`config.mk`:
```
export PLATFORM = sky130hd
export DESIGN_NAME = sfx_chain
export DESIGN_NICKNAME = d
export VERILOG_FILES = /design/src/verilog/sfx_pkg.sv /design/src/verilog/sfx_chain.sv
export VERILOG_INCLUDE_DIRS = /design/src /design/src/verilog
export SDC_FILE = /design/constraint.sdc
export NUM_CORES = 1
export LEC_CHECK = 0
export BUFFER_PORTS_ARGS = -buffer_cell sky130_fd_sc_hd__buf_4
export CAP_MARGIN = 20
export CORE_AREA = 2 2 116 118
export CTS_BUF_LIST = sky130_fd_sc_hd__clkbuf_2 sky130_fd_sc_hd__clkbuf_4 sky130_fd_sc_hd__clkbuf_8
export CTS_CLUSTER_DIAMETER = 40
export DETAILED_ROUTE_END_ITERATION = 16
export DIE_AREA = 0 0 118 120
export PLACE_DENSITY = 0.82
export SLEW_MARGIN = 0
export SYNTH_ARGS = -nofsm -noshare
export SYNTH_HDL_FRONTEND = slang
export SYNTH_SLANG_ARGS = --single-unit
```
`constraint.sdc`:
```
create_clock -name i_core_clk -period 3.55 [get_ports i_core_clk]
set_input_delay 0 -clock i_core_clk [delete_from_list [all_inputs] [get_ports i_core_clk]]
set_output_delay 0 -clock i_core_clk [all_outputs]
set_load 0.01 [all_outputs]
```
`src/verilog/sfx_consts.svh`:
```
// Constants of the FIFO expansion and configuration block
`ifndef SFX_CONSTS_SVH
`define SFX_CONSTS_SVH
`define SFX_WIDTH    18
`define SFX_DEPTH    8
`define SFX_AE_OFS   4'h2
`define SFX_AF_OFS   4'h2
`define SFX_HALF     4'h4
`define SFX_CFG_WAIT 2'h2
`define SFX_STRAP_RST 3'h7
`define SFX_FLAGS_RST 5'h0d
`endif

```
`src/verilog/sfx_pkg.sv`:
```
// Types of the FIFO expansion and configuration block
package sfx_pkg;
   // Operating mode caught from the straps
   typedef enum logic [1:0] {
      MD_STD,
      MD_FALL_THROUGH_MODE,
      MD_CHAIN
   } sfx_mode_t;
   // Strap and chain pins: first load, read chain in, write chain in
   typedef struct packed {
      logic fl;
      logic read_chain_in;
      logic write_chain_in;
   } sfx_strap_t;
   // Status flags, all active low
   typedef struct packed {
      logic empty_n;
      logic full_n;
      logic half_n;
      logic ae_n;
      logic af_n;
   } sfx_flags_t;
endpackage : sfx_pkg

```
`src/verilog/sfx_chain.sv`:
```
// FIFO buffer and strap-configured expansion logic
`include "sfx_consts.svh"
`timescale 1ns/1ps

module sfx_fifo import sfx_pkg::*; #(
   parameter int W = `SFX_WIDTH,
   parameter int D = `SFX_DEPTH,
   localparam int AW = $clog2(D),
   localparam int CW = $clog2(D + 1)
) (
   input  wire logic          i_clk,       // Core clock
   input  wire logic          i_rst,       // Async reset, high
   input  wire logic          i_in_valid,  // Word offered
   output logic               o_in_ready,  // Room for a word
   input  wire logic [W-1:0]  i_in_data,   // Word in
   output logic               o_out_valid, // Word held
   input  wire logic          i_out_ready, // Drain takes word
   output logic [W-1:0]       o_out_data,  // Oldest word
   output logic [CW-1:0]      o_count,     // Words held
   output logic               o_wr_last,   // Push to last slot
   output logic               o_rd_last    // Pop from last slot
);
   logic [W-1:0]  mem [D];             // Storage array
   logic [AW-1:0] wptr_q, wptr_d;      // Write pointer
   logic [AW-1:0] rptr_q, rptr_d;      // Read pointer
   logic [CW-1:0] cnt_q, cnt_d;        // Fill level
   logic          push, pop;           // Handshakes

   // Handshakes and next pointers
   always_comb begin
      o_in_ready  = (cnt_q != CW'(D));
      o_out_valid = (cnt_q != '0);
      push        = i_in_valid & o_in_ready;
      pop         = o_out_valid & i_out_ready;
      o_wr_last   = push & (wptr_q == AW'(D - 1));
      o_rd_last   = pop & (rptr_q == AW'(D - 1));
      wptr_d      = wptr_q;
      rptr_d      = rptr_q;
      cnt_d       = cnt_q;
      if (push) begin
         wptr_d = o_wr_last ? '0 : wptr_q + 1'b1;
      end
      if (pop) begin
         rptr_d = o_rd_last ? '0 : rptr_q + 1'b1;
      end
      if (push && !pop) begin
         cnt_d = cnt_q + 1'b1;
      end else if (pop && !push) begin
         cnt_d = cnt_q - 1'b1;
      end
      o_out_data = mem[rptr_q];
      o_count    = cnt_q;
   end

   // Pointer and level registers
   always_ff @(posedge i_clk or posedge i_rst) begin
      if (i_rst) begin
         wptr_q <= '0;
         rptr_q <= '0;
         cnt_q  <= '0;
      end else begin
         wptr_q <= wptr_d;
         rptr_q <= rptr_d;
         cnt_q  <= cnt_d;
      end
   end

   // Storage write, no reset needed
   always_ff @(posedge i_clk) begin
      if (push) begin
         mem[wptr_q] <= i_in_data;
      end
   end
endmodule : sfx_fifo

module sfx_chain import sfx_pkg::*; (
   input  wire logic        i_core_clk,         // Core clock
   input  wire logic        i_sys_rst,          // Async reset, high
   input  wire logic        i_wr_en,            // Write request
   input  wire logic [17:0] i_wr_data,          // Write word
   input  wire logic        i_rd_en,            // Read request
   input  wire logic        i_first_load_strap, // First load strap
   input  wire logic        i_read_chain_in_n,  // Read chain in
   input  wire logic        i_write_chain_in_n, // Write chain in
   output logic      [17:0] o_rd_data,          // Read word
   output logic             o_empty_flag_n,     // Empty / out ready
   output logic             o_full_flag_n,      // Full / input ready
   output logic             o_half_full_flag_n, // Half full
   output logic             o_almost_empty_flag_n, // Almost empty
   output logic             o_almost_full_flag_n,  // Almost full
   output logic             o_write_chain_out_n,   // Write token out
   output logic             o_read_chain_out_n     // Read token out
);
   sfx_strap_t  s1_q, s2_q;            // Pin synchroniser
   sfx_mode_t   mode_q, mode_d;        // Operating mode
   logic        dbl_q, dbl_d;          // Double-stage flags
   logic [1:0]  wait_q, wait_d;        // Strap settle count
   logic        cfg_q, cfg_d;          // Mode captured
   logic        wtok_q, wtok_d;        // Holds write token
   logic        rtok_q, rtok_d;        // Holds read token
   logic        ov_q, ov_d;            // Fall-through word shown
   logic [17:0] rdat_q, rdat_d;        // Output word
   sfx_flags_t  st1_q, st1_d;          // First flag stage
   sfx_flags_t  flg_q, flg_d;          // Flag outputs
   logic        wxo_q, wxo_d;          // Write token pulse
   logic        rxo_q, rxo_d;          // Read token pulse
   logic        in_valid, in_ready;    // Fill side
   logic        out_valid, out_ready;  // Drain side
   logic [17:0] out_data;              // Oldest word
   logic [3:0]  count;                 // Fill level
   logic        wr_last, rd_last;      // Last slot events
   logic        chain, fall_through_mode;           // Mode decode
   sfx_flags_t  raw;                   // Flags from level

   // Two-flop synchroniser for straps and chain pins
   always_ff @(posedge i_core_clk or posedge i_sys_rst) begin
      if (i_sys_rst) begin
         s1_q <= `SFX_STRAP_RST;
         s2_q <= `SFX_STRAP_RST;
      end else begin
         s1_q <= {i_first_load_strap, i_read_chain_in_n,
                  i_write_chain_in_n};
         s2_q <= s1_q;
      end
   end

   // Buffer in the data path
   sfx_fifo #(.W(`SFX_WIDTH), .D(`SFX_DEPTH)) u_buf (
      .i_clk       (i_core_clk),
      .i_rst       (i_sys_rst),
      .i_in_valid  (in_valid),
      .o_in_ready  (in_ready),
      .i_in_data   (i_wr_data),
      .o_out_valid (out_valid),
      .i_out_ready (out_ready),
      .o_out_data  (out_data),
      .o_count     (count),
      .o_wr_last   (wr_last),
      .o_rd_last   (rd_last)
   );

   // Next state of configuration, tokens, data and flags
   always_comb begin
      chain  = (mode_q == MD_CHAIN);
      fall_through_mode   = (mode_q == MD_FALL_THROUGH_MODE);
      mode_d = mode_q;
      dbl_d  = dbl_q;
      wait_d = wait_q;
      cfg_d  = cfg_q;
      wtok_d = wtok_q;
      rtok_d = rtok_q;
      // Straps caught once they have crossed the synchroniser
      if (!cfg_q) begin
         if (wait_q == `SFX_CFG_WAIT) begin
            cfg_d = 1'b1;
            // standalone unless both chain pins high
            if (s2_q.read_chain_in && s2_q.write_chain_in) begin
               mode_d = MD_CHAIN;
            end else if (!s2_q.read_chain_in && s2_q.write_chain_in) begin
               mode_d = MD_FALL_THROUGH_MODE;
            end else begin
               mode_d = MD_STD;
            end
            dbl_d  = s2_q.read_chain_in & !s2_q.write_chain_in;
            // first device starts with both tokens
            wtok_d = !(s2_q.read_chain_in && s2_q.write_chain_in) || !s2_q.fl;
            rtok_d = !(s2_q.read_chain_in && s2_q.write_chain_in) || !s2_q.fl;
         end else begin
            wait_d = wait_q + 2'h1;
         end
      end
      // writes only while holding write token
      in_valid = cfg_q & i_wr_en & (!chain | wtok_q);
      // Fall-through keeps one word in the output register
      if (fall_through_mode) begin
         out_ready = !ov_q | i_rd_en;
      end else begin
         // reads only while holding read token
         out_ready = cfg_q & i_rd_en & (!chain | rtok_q);
      end
      ov_d   = ov_q;
      rdat_d = rdat_q;
      if (fall_through_mode) begin
         // head word drops straight into the output
         if (!ov_q || i_rd_en) begin
            ov_d = out_valid;
            if (out_valid) begin
               rdat_d = out_data;
            end
         end
      end else if (out_valid && out_ready) begin
         rdat_d = out_data;
      end
      // write token leaves at last location
      wxo_d = !wr_last;
      // read token leaves at last location
      rxo_d = !rd_last;
      if (chain && wr_last) begin
         wtok_d = 1'b0;
      end else if (chain && cfg_q && !s2_q.write_chain_in) begin
         wtok_d = 1'b1;
      end
      if (chain && rd_last) begin
         rtok_d = 1'b0;
      end else if (chain && cfg_q && !s2_q.read_chain_in) begin
         rtok_d = 1'b1;
      end
      // Flags from the present fill level
      raw.empty_n = (count != 4'h0);
      raw.full_n  = (count != 4'(`SFX_DEPTH));
      raw.half_n  = !(count > `SFX_HALF);
      raw.ae_n    = !(count <= `SFX_AE_OFS);
      raw.af_n    = !(count >= 4'(`SFX_DEPTH) - `SFX_AF_OFS);
      if (fall_through_mode) begin
         // output ready low when a word is shown
         raw.empty_n = !ov_d;
         // input ready low when room exists
         raw.full_n  = (count == 4'(`SFX_DEPTH));
      end
      // half full held inactive in the chain
      if (chain) begin
         raw.half_n = 1'b1;
      end
      st1_d = raw;
      flg_d = raw;
      // second stage adds one cycle of latency to the empty and full flags
      // chain uses the single stage only
      if (dbl_q && !chain) begin
         flg_d.empty_n = st1_q.empty_n;
         flg_d.full_n  = st1_q.full_n;
      end
   end

   // State registers
   always_ff @(posedge i_core_clk or posedge i_sys_rst) begin
      if (i_sys_rst) begin
         mode_q <= MD_STD;
         dbl_q  <= 1'b0;
         wait_q <= 2'h0;
         cfg_q  <= 1'b0;
         wtok_q <= 1'b0;
         rtok_q <= 1'b0;
         ov_q   <= 1'b0;
         rdat_q <= 18'h0;
         st1_q  <= `SFX_FLAGS_RST;
         flg_q  <= `SFX_FLAGS_RST;
         wxo_q  <= 1'b1;
         rxo_q  <= 1'b1;
      end else begin
         mode_q <= mode_d;
         dbl_q  <= dbl_d;
         wait_q <= wait_d;
         cfg_q  <= cfg_d;
         wtok_q <= wtok_d;
         rtok_q <= rtok_d;
         ov_q   <= ov_d;
         rdat_q <= rdat_d;
         st1_q  <= st1_d;
         flg_q  <= flg_d;
         wxo_q  <= wxo_d;
         rxo_q  <= rxo_d;
      end
   end

   assign o_rd_data             = rdat_q;
   assign o_empty_flag_n        = flg_q.empty_n;
   assign o_full_flag_n         = flg_q.full_n;
   assign o_half_full_flag_n    = flg_q.half_n;
   assign o_almost_empty_flag_n = flg_q.ae_n;
   assign o_almost_full_flag_n  = flg_q.af_n;
   assign o_write_chain_out_n   = wxo_q;
   assign o_read_chain_out_n    = rxo_q;
endmodule : sfx_chain

```
After elaboration in Yosys (flattened, before gate mapping)
Memory sizes are Yosys's and may differ from the RTL's.
Cells that the tools add are included.

storage, ports and cells
  output and inout bits = 25
  logic and storage cells = 123
  memories kept = 1
  RAM bits = 144
  register bits after elaboration = 52
  input bits = 25

operators by class
  add/sub/neg operators = 5
  magnitude comparators = 3
  equal/unequal tests = 11
  bitwise operators = 14
  muxes and demuxes = 26
  reductions and logical operators = 37

memories
  memory     words  width  rd ports  clocked after memory_dff  write ports  line             RTL
  u_buf.mem  8      18     1         0                         1            sfx_chain.sv:23  logic [W-1:0] mem [D];

operators by type and width
  kind                                                 count
  two-way mux 18 bit                                   4
  two-way mux 1 bit                                    15
  logical NOT 1 bit                                    14
  logical AND 1 bit                                    11
  bitwise AND 1 bit                                    9
  two-way mux 4 bit                                    2
  AND reduction 2 bit                                  4
  adder 3 x 1 -> 3 bit, second input constant          2
  equality test 3 bit, second input constant           2
  two-way mux 2 bit                                    3
  two-way mux 3 bit                                    2
  != test 3 x 1 -> 1 bit, second input constant        2
  nonzero test 3 bit                                   2
  adder 4 x 1 -> 4 bit, second input constant          1
  equality test 2 bit, second input constant           2
  equality test 4 bit, second input constant           1
  >= comparator 4 x 3 -> 1 bit, second input constant  1
  > comparator 4 x 3 -> 1 bit, second input constant   1
  <= comparator 4 x 2 -> 1 bit, second input constant  1
  != test 4 bit, second input constant                 1
  nonzero test 2 bit                                   2
  nonzero test 4 bit                                   1
  subtractor 4 x 1 -> 4 bit, second input constant     1
  OR 1 bit                                             3
  other kinds (7)                                      9

Logic depth before layout (Yosys ltp)
  word-level depth = 10
  gate-level depth with buffers = 12
  gate-level depth less buffers = 11

Modules after synthesis
Synthesis repeated with hierarchy kept, for this count alone.

second synthesis, totals
  cells, all modules = 399
  area total of the unflattened synthesis = 7905.1 sq um

modules (own cells, without submodules)
  module     cells an instance  sequential area each (sq um)  area an instance (sq um)  times used
  sfx_fifo   279                4574.4                        6211.0                    1
  sfx_chain  120                1066.0                        1694.1                    1

Worst setup path before layout
No wires, ideal clock.

  path kind = register to register
  start point = register mode_q[1]
  end point = memory u_buf.mem[3][0] (netlist name), enable pin
  required time = 3130 ps
  path slack = 490 ps
  period minus slack after synthesis = 3060 ps
  path buffers = 0
  stages on the path, launching flop included = 5
  data arrival time = 2640 ps
  library setup time = 420 ps
  path through = dfrtp_1 -> nor2b_1 -> a211oi_2 -> nand2_1 -> nor3b_1

between the ends
  longest elaborated chain between the ends = 7

ends and longest elaborated chain
  what                                     line              RTL
  start: declaration                       sfx_chain.sv:95   sfx_mode_t mode_q, mode_d;
  start signal: assignment                 sfx_chain.sv:250  mode_q <= mode_d;
  equality test 2 bit                      sfx_chain.sv:144  chain = (mode_q == MD_CHAIN);
  logical NOT 1 bit                        sfx_chain.sv:173  in_valid = cfg_q & i_wr_en & (!chain | wtok_q);
  OR 1 bit                                 sfx_chain.sv:173
  bitwise AND 1 bit                        sfx_chain.sv:173
  bitwise AND 1 bit                        sfx_chain.sv:33   push = i_in_valid & o_in_ready;
  via u_buf.push                           sfx_chain.sv:27   logic push, pop;
  two-way mux 1 bit                        sfx_chain.sv:70   if (push) begin
  two-way mux 1 bit (implied by the code)  sfx_chain.sv:71   mem[wptr_q] <= i_in_data;
  end: declaration                         sfx_chain.sv:23

The timed path passes the listed nets, and every way through them passes these cells.

Worst setup path after layout
  start point = register u_buf.cnt_q[0], in the netlist u_buf.o_count[0]
  end point = register u_buf.cnt_q[3], in the netlist u_buf.o_count[3]

between the ends
  longest elaborated chain between the ends = 5
  elaborated cells between the ends (all ways) = 13
  classes of those cells = add/sub: 2; eq/ne: 1; mux: 2; bitwise: 2; reduce/logical: 6

ends and longest elaborated chain
  what                                 line             RTL
  start: declaration                   sfx_chain.sv:26  logic [CW-1:0] cnt_q, cnt_d;
  start signal: assignment             sfx_chain.sv:64  cnt_q <= cnt_d;
  != test 4 bit *                      sfx_chain.sv:31  o_in_ready = (cnt_q != CW'(D));
  bitwise AND 1 bit *                  sfx_chain.sv:33
  via u_buf.push                       sfx_chain.sv:27
  logical NOT 1 bit                    sfx_chain.sv:48  end else if (pop && !push) begin
  logical AND 1 bit                    sfx_chain.sv:48
  nonzero test 2 bit (no source line)  --

Mark *: on every way through the listed nets, which the timed path passes. The rest lies on a longest branch. The select of a mux whose other input is x is not followed.
A chain may end at the register's enable or synchronous reset.

==> results.ini <==
[outcome]
status = finished clean

[worst_hold_path]
min_from = i_wr_en
holdPathEnd = o_write_chain_out_n
holdPathStages = 5
hp-class = input pin to flop

[detailed_routing]
num_vias = 3832
wl_per_cell_microns = 20.7
drc_errors = 0
vias_per_cell = 5.75
ant_nets = 0
firstDrtPassIters = 5
drtIter0Drc = 279
routed_wl_microns = 13800

[sta]
hold_violations = 0
rsz0062_at_grt = no
skew_ns = 0.00936
setup_viol = 0
maxSlewViolCount = 0
max_clock_freq_mhz = 351
fin_ws_ns = 0.702
period_needed_ns = 2.85
fin_crit_sh = 0.802
tightest_slew_ns = 1.08
finalSetupTns_ns = 0
maxSlewHeadroom = 0.278

[critical_path]
cp_top_family = compound AO/OA/AOI/OAI gates
cpPeakStageDelay_ns = 0.50
reg2regPathDepth = 9
crit_slowest_cell = dfrtp_1
crit_buf_inv = 2
cp_cell_sequence = nor4b_2, a211oi_2, buf_4, ha_1, inv_1, ha_1, a21o_1, a2111oi_0, o31ai_1
cpMostUsedCell = ha_1
worstSetupEndpointType = flop
critPathMaxFanout = 10
startpoint_type = flop
rr_endpoint = u_buf.o_count[3]
rr_startpoint = u_buf.o_count[0]
arrival_ns = 3.16
critPathRequiredTime_ns = 3.87
r2r_slack_ns = 0.70
startpoint = u_buf.o_count[0]
path_class = flop to flop

[cells_and_area]
final_nets = 511
final_area_sq_um = 9060
antennaDiodeCount = 0
fillCellCount = 808
areaGrowthSynthToFinish_pct = 16.4
drive_gt1_frac = 0.382

[grt]
grt_pass1_vias = 4007
grt_antenna_before_repair = 0
use_met3 = 0.0494
grt_max_degree = 39
top_usage_layer = met2
grt_pass1_wl_microns = 21900
grt-ovfl-total = 0
use_met2 = 0.350
met1_usage = 0.276
track_usage = 0.211

[cts]
cts_inserted_buffers = 17
clk_path_buf_depth = 2
cts_tree = done
cts_resized = 0
clock_sinks = 196
root_buffer = clkbuf_8
clk_pin_slew_worst_paths_ns = 0.09
clk_latency_ns = 0.45
cts_max_level = 4
cts_setup_buffers = 0

[yosys]
postSynthCellCount = 387
avgSynthCellArea_sq_um = 20.1
yosys.area.top_type = edfxtp_1
syn_nets = 421
synth_top_area_share = 0.556
ys_seq_area_frac = 0.725
synth_area_sq_um = 7780
synthTopCellsByArea = edfxtp_1 56%, dfrtp_1 13%, mux4_2 8.1%
synth_edf_count = 144
ys_types = 43
synth_warnings = 0
ys_seq_elements = 196
async_flop_share = 0.265
synth_ff_type = edfxtp_1

[floorplan]
coreArea_sq_um = 13000
start_util = 0.600
fp-row-count = 42
die_height_microns = 120
io_pins = 50
die_area_sq_um = 14200
die_w_microns = 118

[power_and_ir_drop]
leakage_nw = 3.29
powerDensity_nw_per_um2 = 760
vdd_drop_max_mv = 0.441

[placed_design]
gp_congestion = 0.802
pre_cts_slack_ns = 0.746
hpwl_microns = 8040
placed_cell_area_sq_um = 8400
portBuffers = 49

[run]
cap_violations = 0

==> cell families (layout without fill, tap and decap cells) <==
group                    Yosys count  in the layout  synth area share
XOR/XNOR                           4              4           0.00450
adder cells (fa/ha/maj)            9              9            0.0154
AO/OA/AOI/OAI                     27             27            0.0225
AND/OR/NAND/NOR                   46             46            0.0323
buffers and inverters             24            127            0.0190
multiplexers                      81             81             0.182
flip-flops                       196            196             0.725
==> tightest hold or removal path, cell delays in order <==
cell and delay [ns]:
buf_4 0.11, nand2_1 0.07, a211oi_2 0.05, buf_4 0.16, nand2_1 0.08
==> cell type report <==
type	instances	area, sq um	area share
flip-flops and latches	196	5640	0.623
clock inverters	14	184	0.0203
inverters	10	37.5	0.00414
clock buffers	18	241	0.0267
multi-input cells	167	2020	0.224
well taps	176	220	0.0243
repair buffers	85	708	0.0782
==> flip-flops by register name, indices dropped and copies added, names as in the netlist <==
signal	cells
st1_q	2
cfg_q	1
dbl_q	1
u_buf.rptr_q	3
s2_q	3
o_read_chain_out_n	1
mode_q	2
o_almost_empty_flag_n	1
wait_q	2
wtok_q	1
o_almost_full_flag_n	1
s1_q	3
o_full_flag_n	1
rtok_q	1
o_empty_flag_n	1
u_buf.o_count	4
o_rd_data	18
u_buf.wptr_q	3
o_half_full_flag_n	1
u_buf.mem	144
ov_q	1
o_write_chain_out_n	1
==> metal layers <==
metal  part of all wire  routed length (microns)
met5                  0                        0
met4              0.012                      163
met3              0.049                      680
met2               0.52                     7210
met1               0.42                     5720
==> through the flow <==
stage	utilization	hold slack [ns]	power [mW]	std cells
floorplan	-	0.00448	4.80	387
global placement	0.647	0.0348	5.34	611
detailed placement	0.647	0.0423	5.44	611
CTS	0.698	0.0280	6.95	666
global route	0.698	0.0677	7.23	666
finish	0.698	0.0631	6.88	666
==> what timing repair did <==
action,CTS,global route
hold endpoints to repair,163,0
hold buffers,23,0
setup endpoints to repair,0,0
==> where the power goes <==
part / switching [mW] / total (mW) / internal (mW)
Clock: 0.728 / 1.50 / 0.772
Combinational: 0.894 / 2.12 / 1.22
Sequential: 0.326 / 3.26 / 2.94
Total: 1.95 / 6.88 / 4.93
==> how the worst max path moves through the flow <==
| stage | to | slack (ns) | cells past startpoint |
|---|---|---|---|
| 2_1_floorplan | u_buf.mem[3][0] | 0.49 | 4 |
| 3_3_place_gp | u_buf.o_count[3] | 0.97 | 9 |
| 3_5_place_dp | u_buf.o_count[3] | 0.75 | 9 |
| 4_1_cts | u_buf.o_count[3] | 0.72 | 9 |
| 5_1_grt | u_buf.o_count[3] | 0.56 | 9 |
| 6_report | u_buf.o_count[3] | 0.70 | 9 |
==> cell usage after synthesis (2+ instances only) <==
library cell	number
mux4_2	28
mux4_1	8
clkbuf_1	6
o21ai_0	12
nor2b_1	4
dfrtp_1	40
o21ai_1	3
buf_12	2
buf_6	2
buf_2	2
mux2_4	18
mux2i_1	2
inv_1	9
nand2b_1	5
nor2_1	4
nand3b_1	3
mux2_1	4
nand2_1	16
mux2_2	21
edfxtp_1	144
nor3b_1	2
a31oi_1	2
ha_1	8
nor3_1	7
buf_4	2
a21oi_1	2
xnor2_1	4
dfstp_2	12
==> placed cells by master (no fill, tap or decap), types with 5 or more instances in the layout <==
| cell | instances |
|---|---|
| edfxtp_1 | 144 |
| buf_4 | 61 |
| dfrtp_1 | 39 |
| mux4_2 | 28 |
| dlygate4sd3_1 | 23 |
| mux2_2 | 21 |
| mux2_4 | 18 |
| clkbuf_8 | 17 |
| nand2_1 | 16 |
| o21ai_0 | 12 |
| dfstp_2 | 12 |
| inv_1 | 8 |
| mux4_1 | 8 |
| ha_1 | 8 |
| clkinv_2 | 6 |
| nand2b_1 | 5 |
Power figures use the tool's default switching activity.
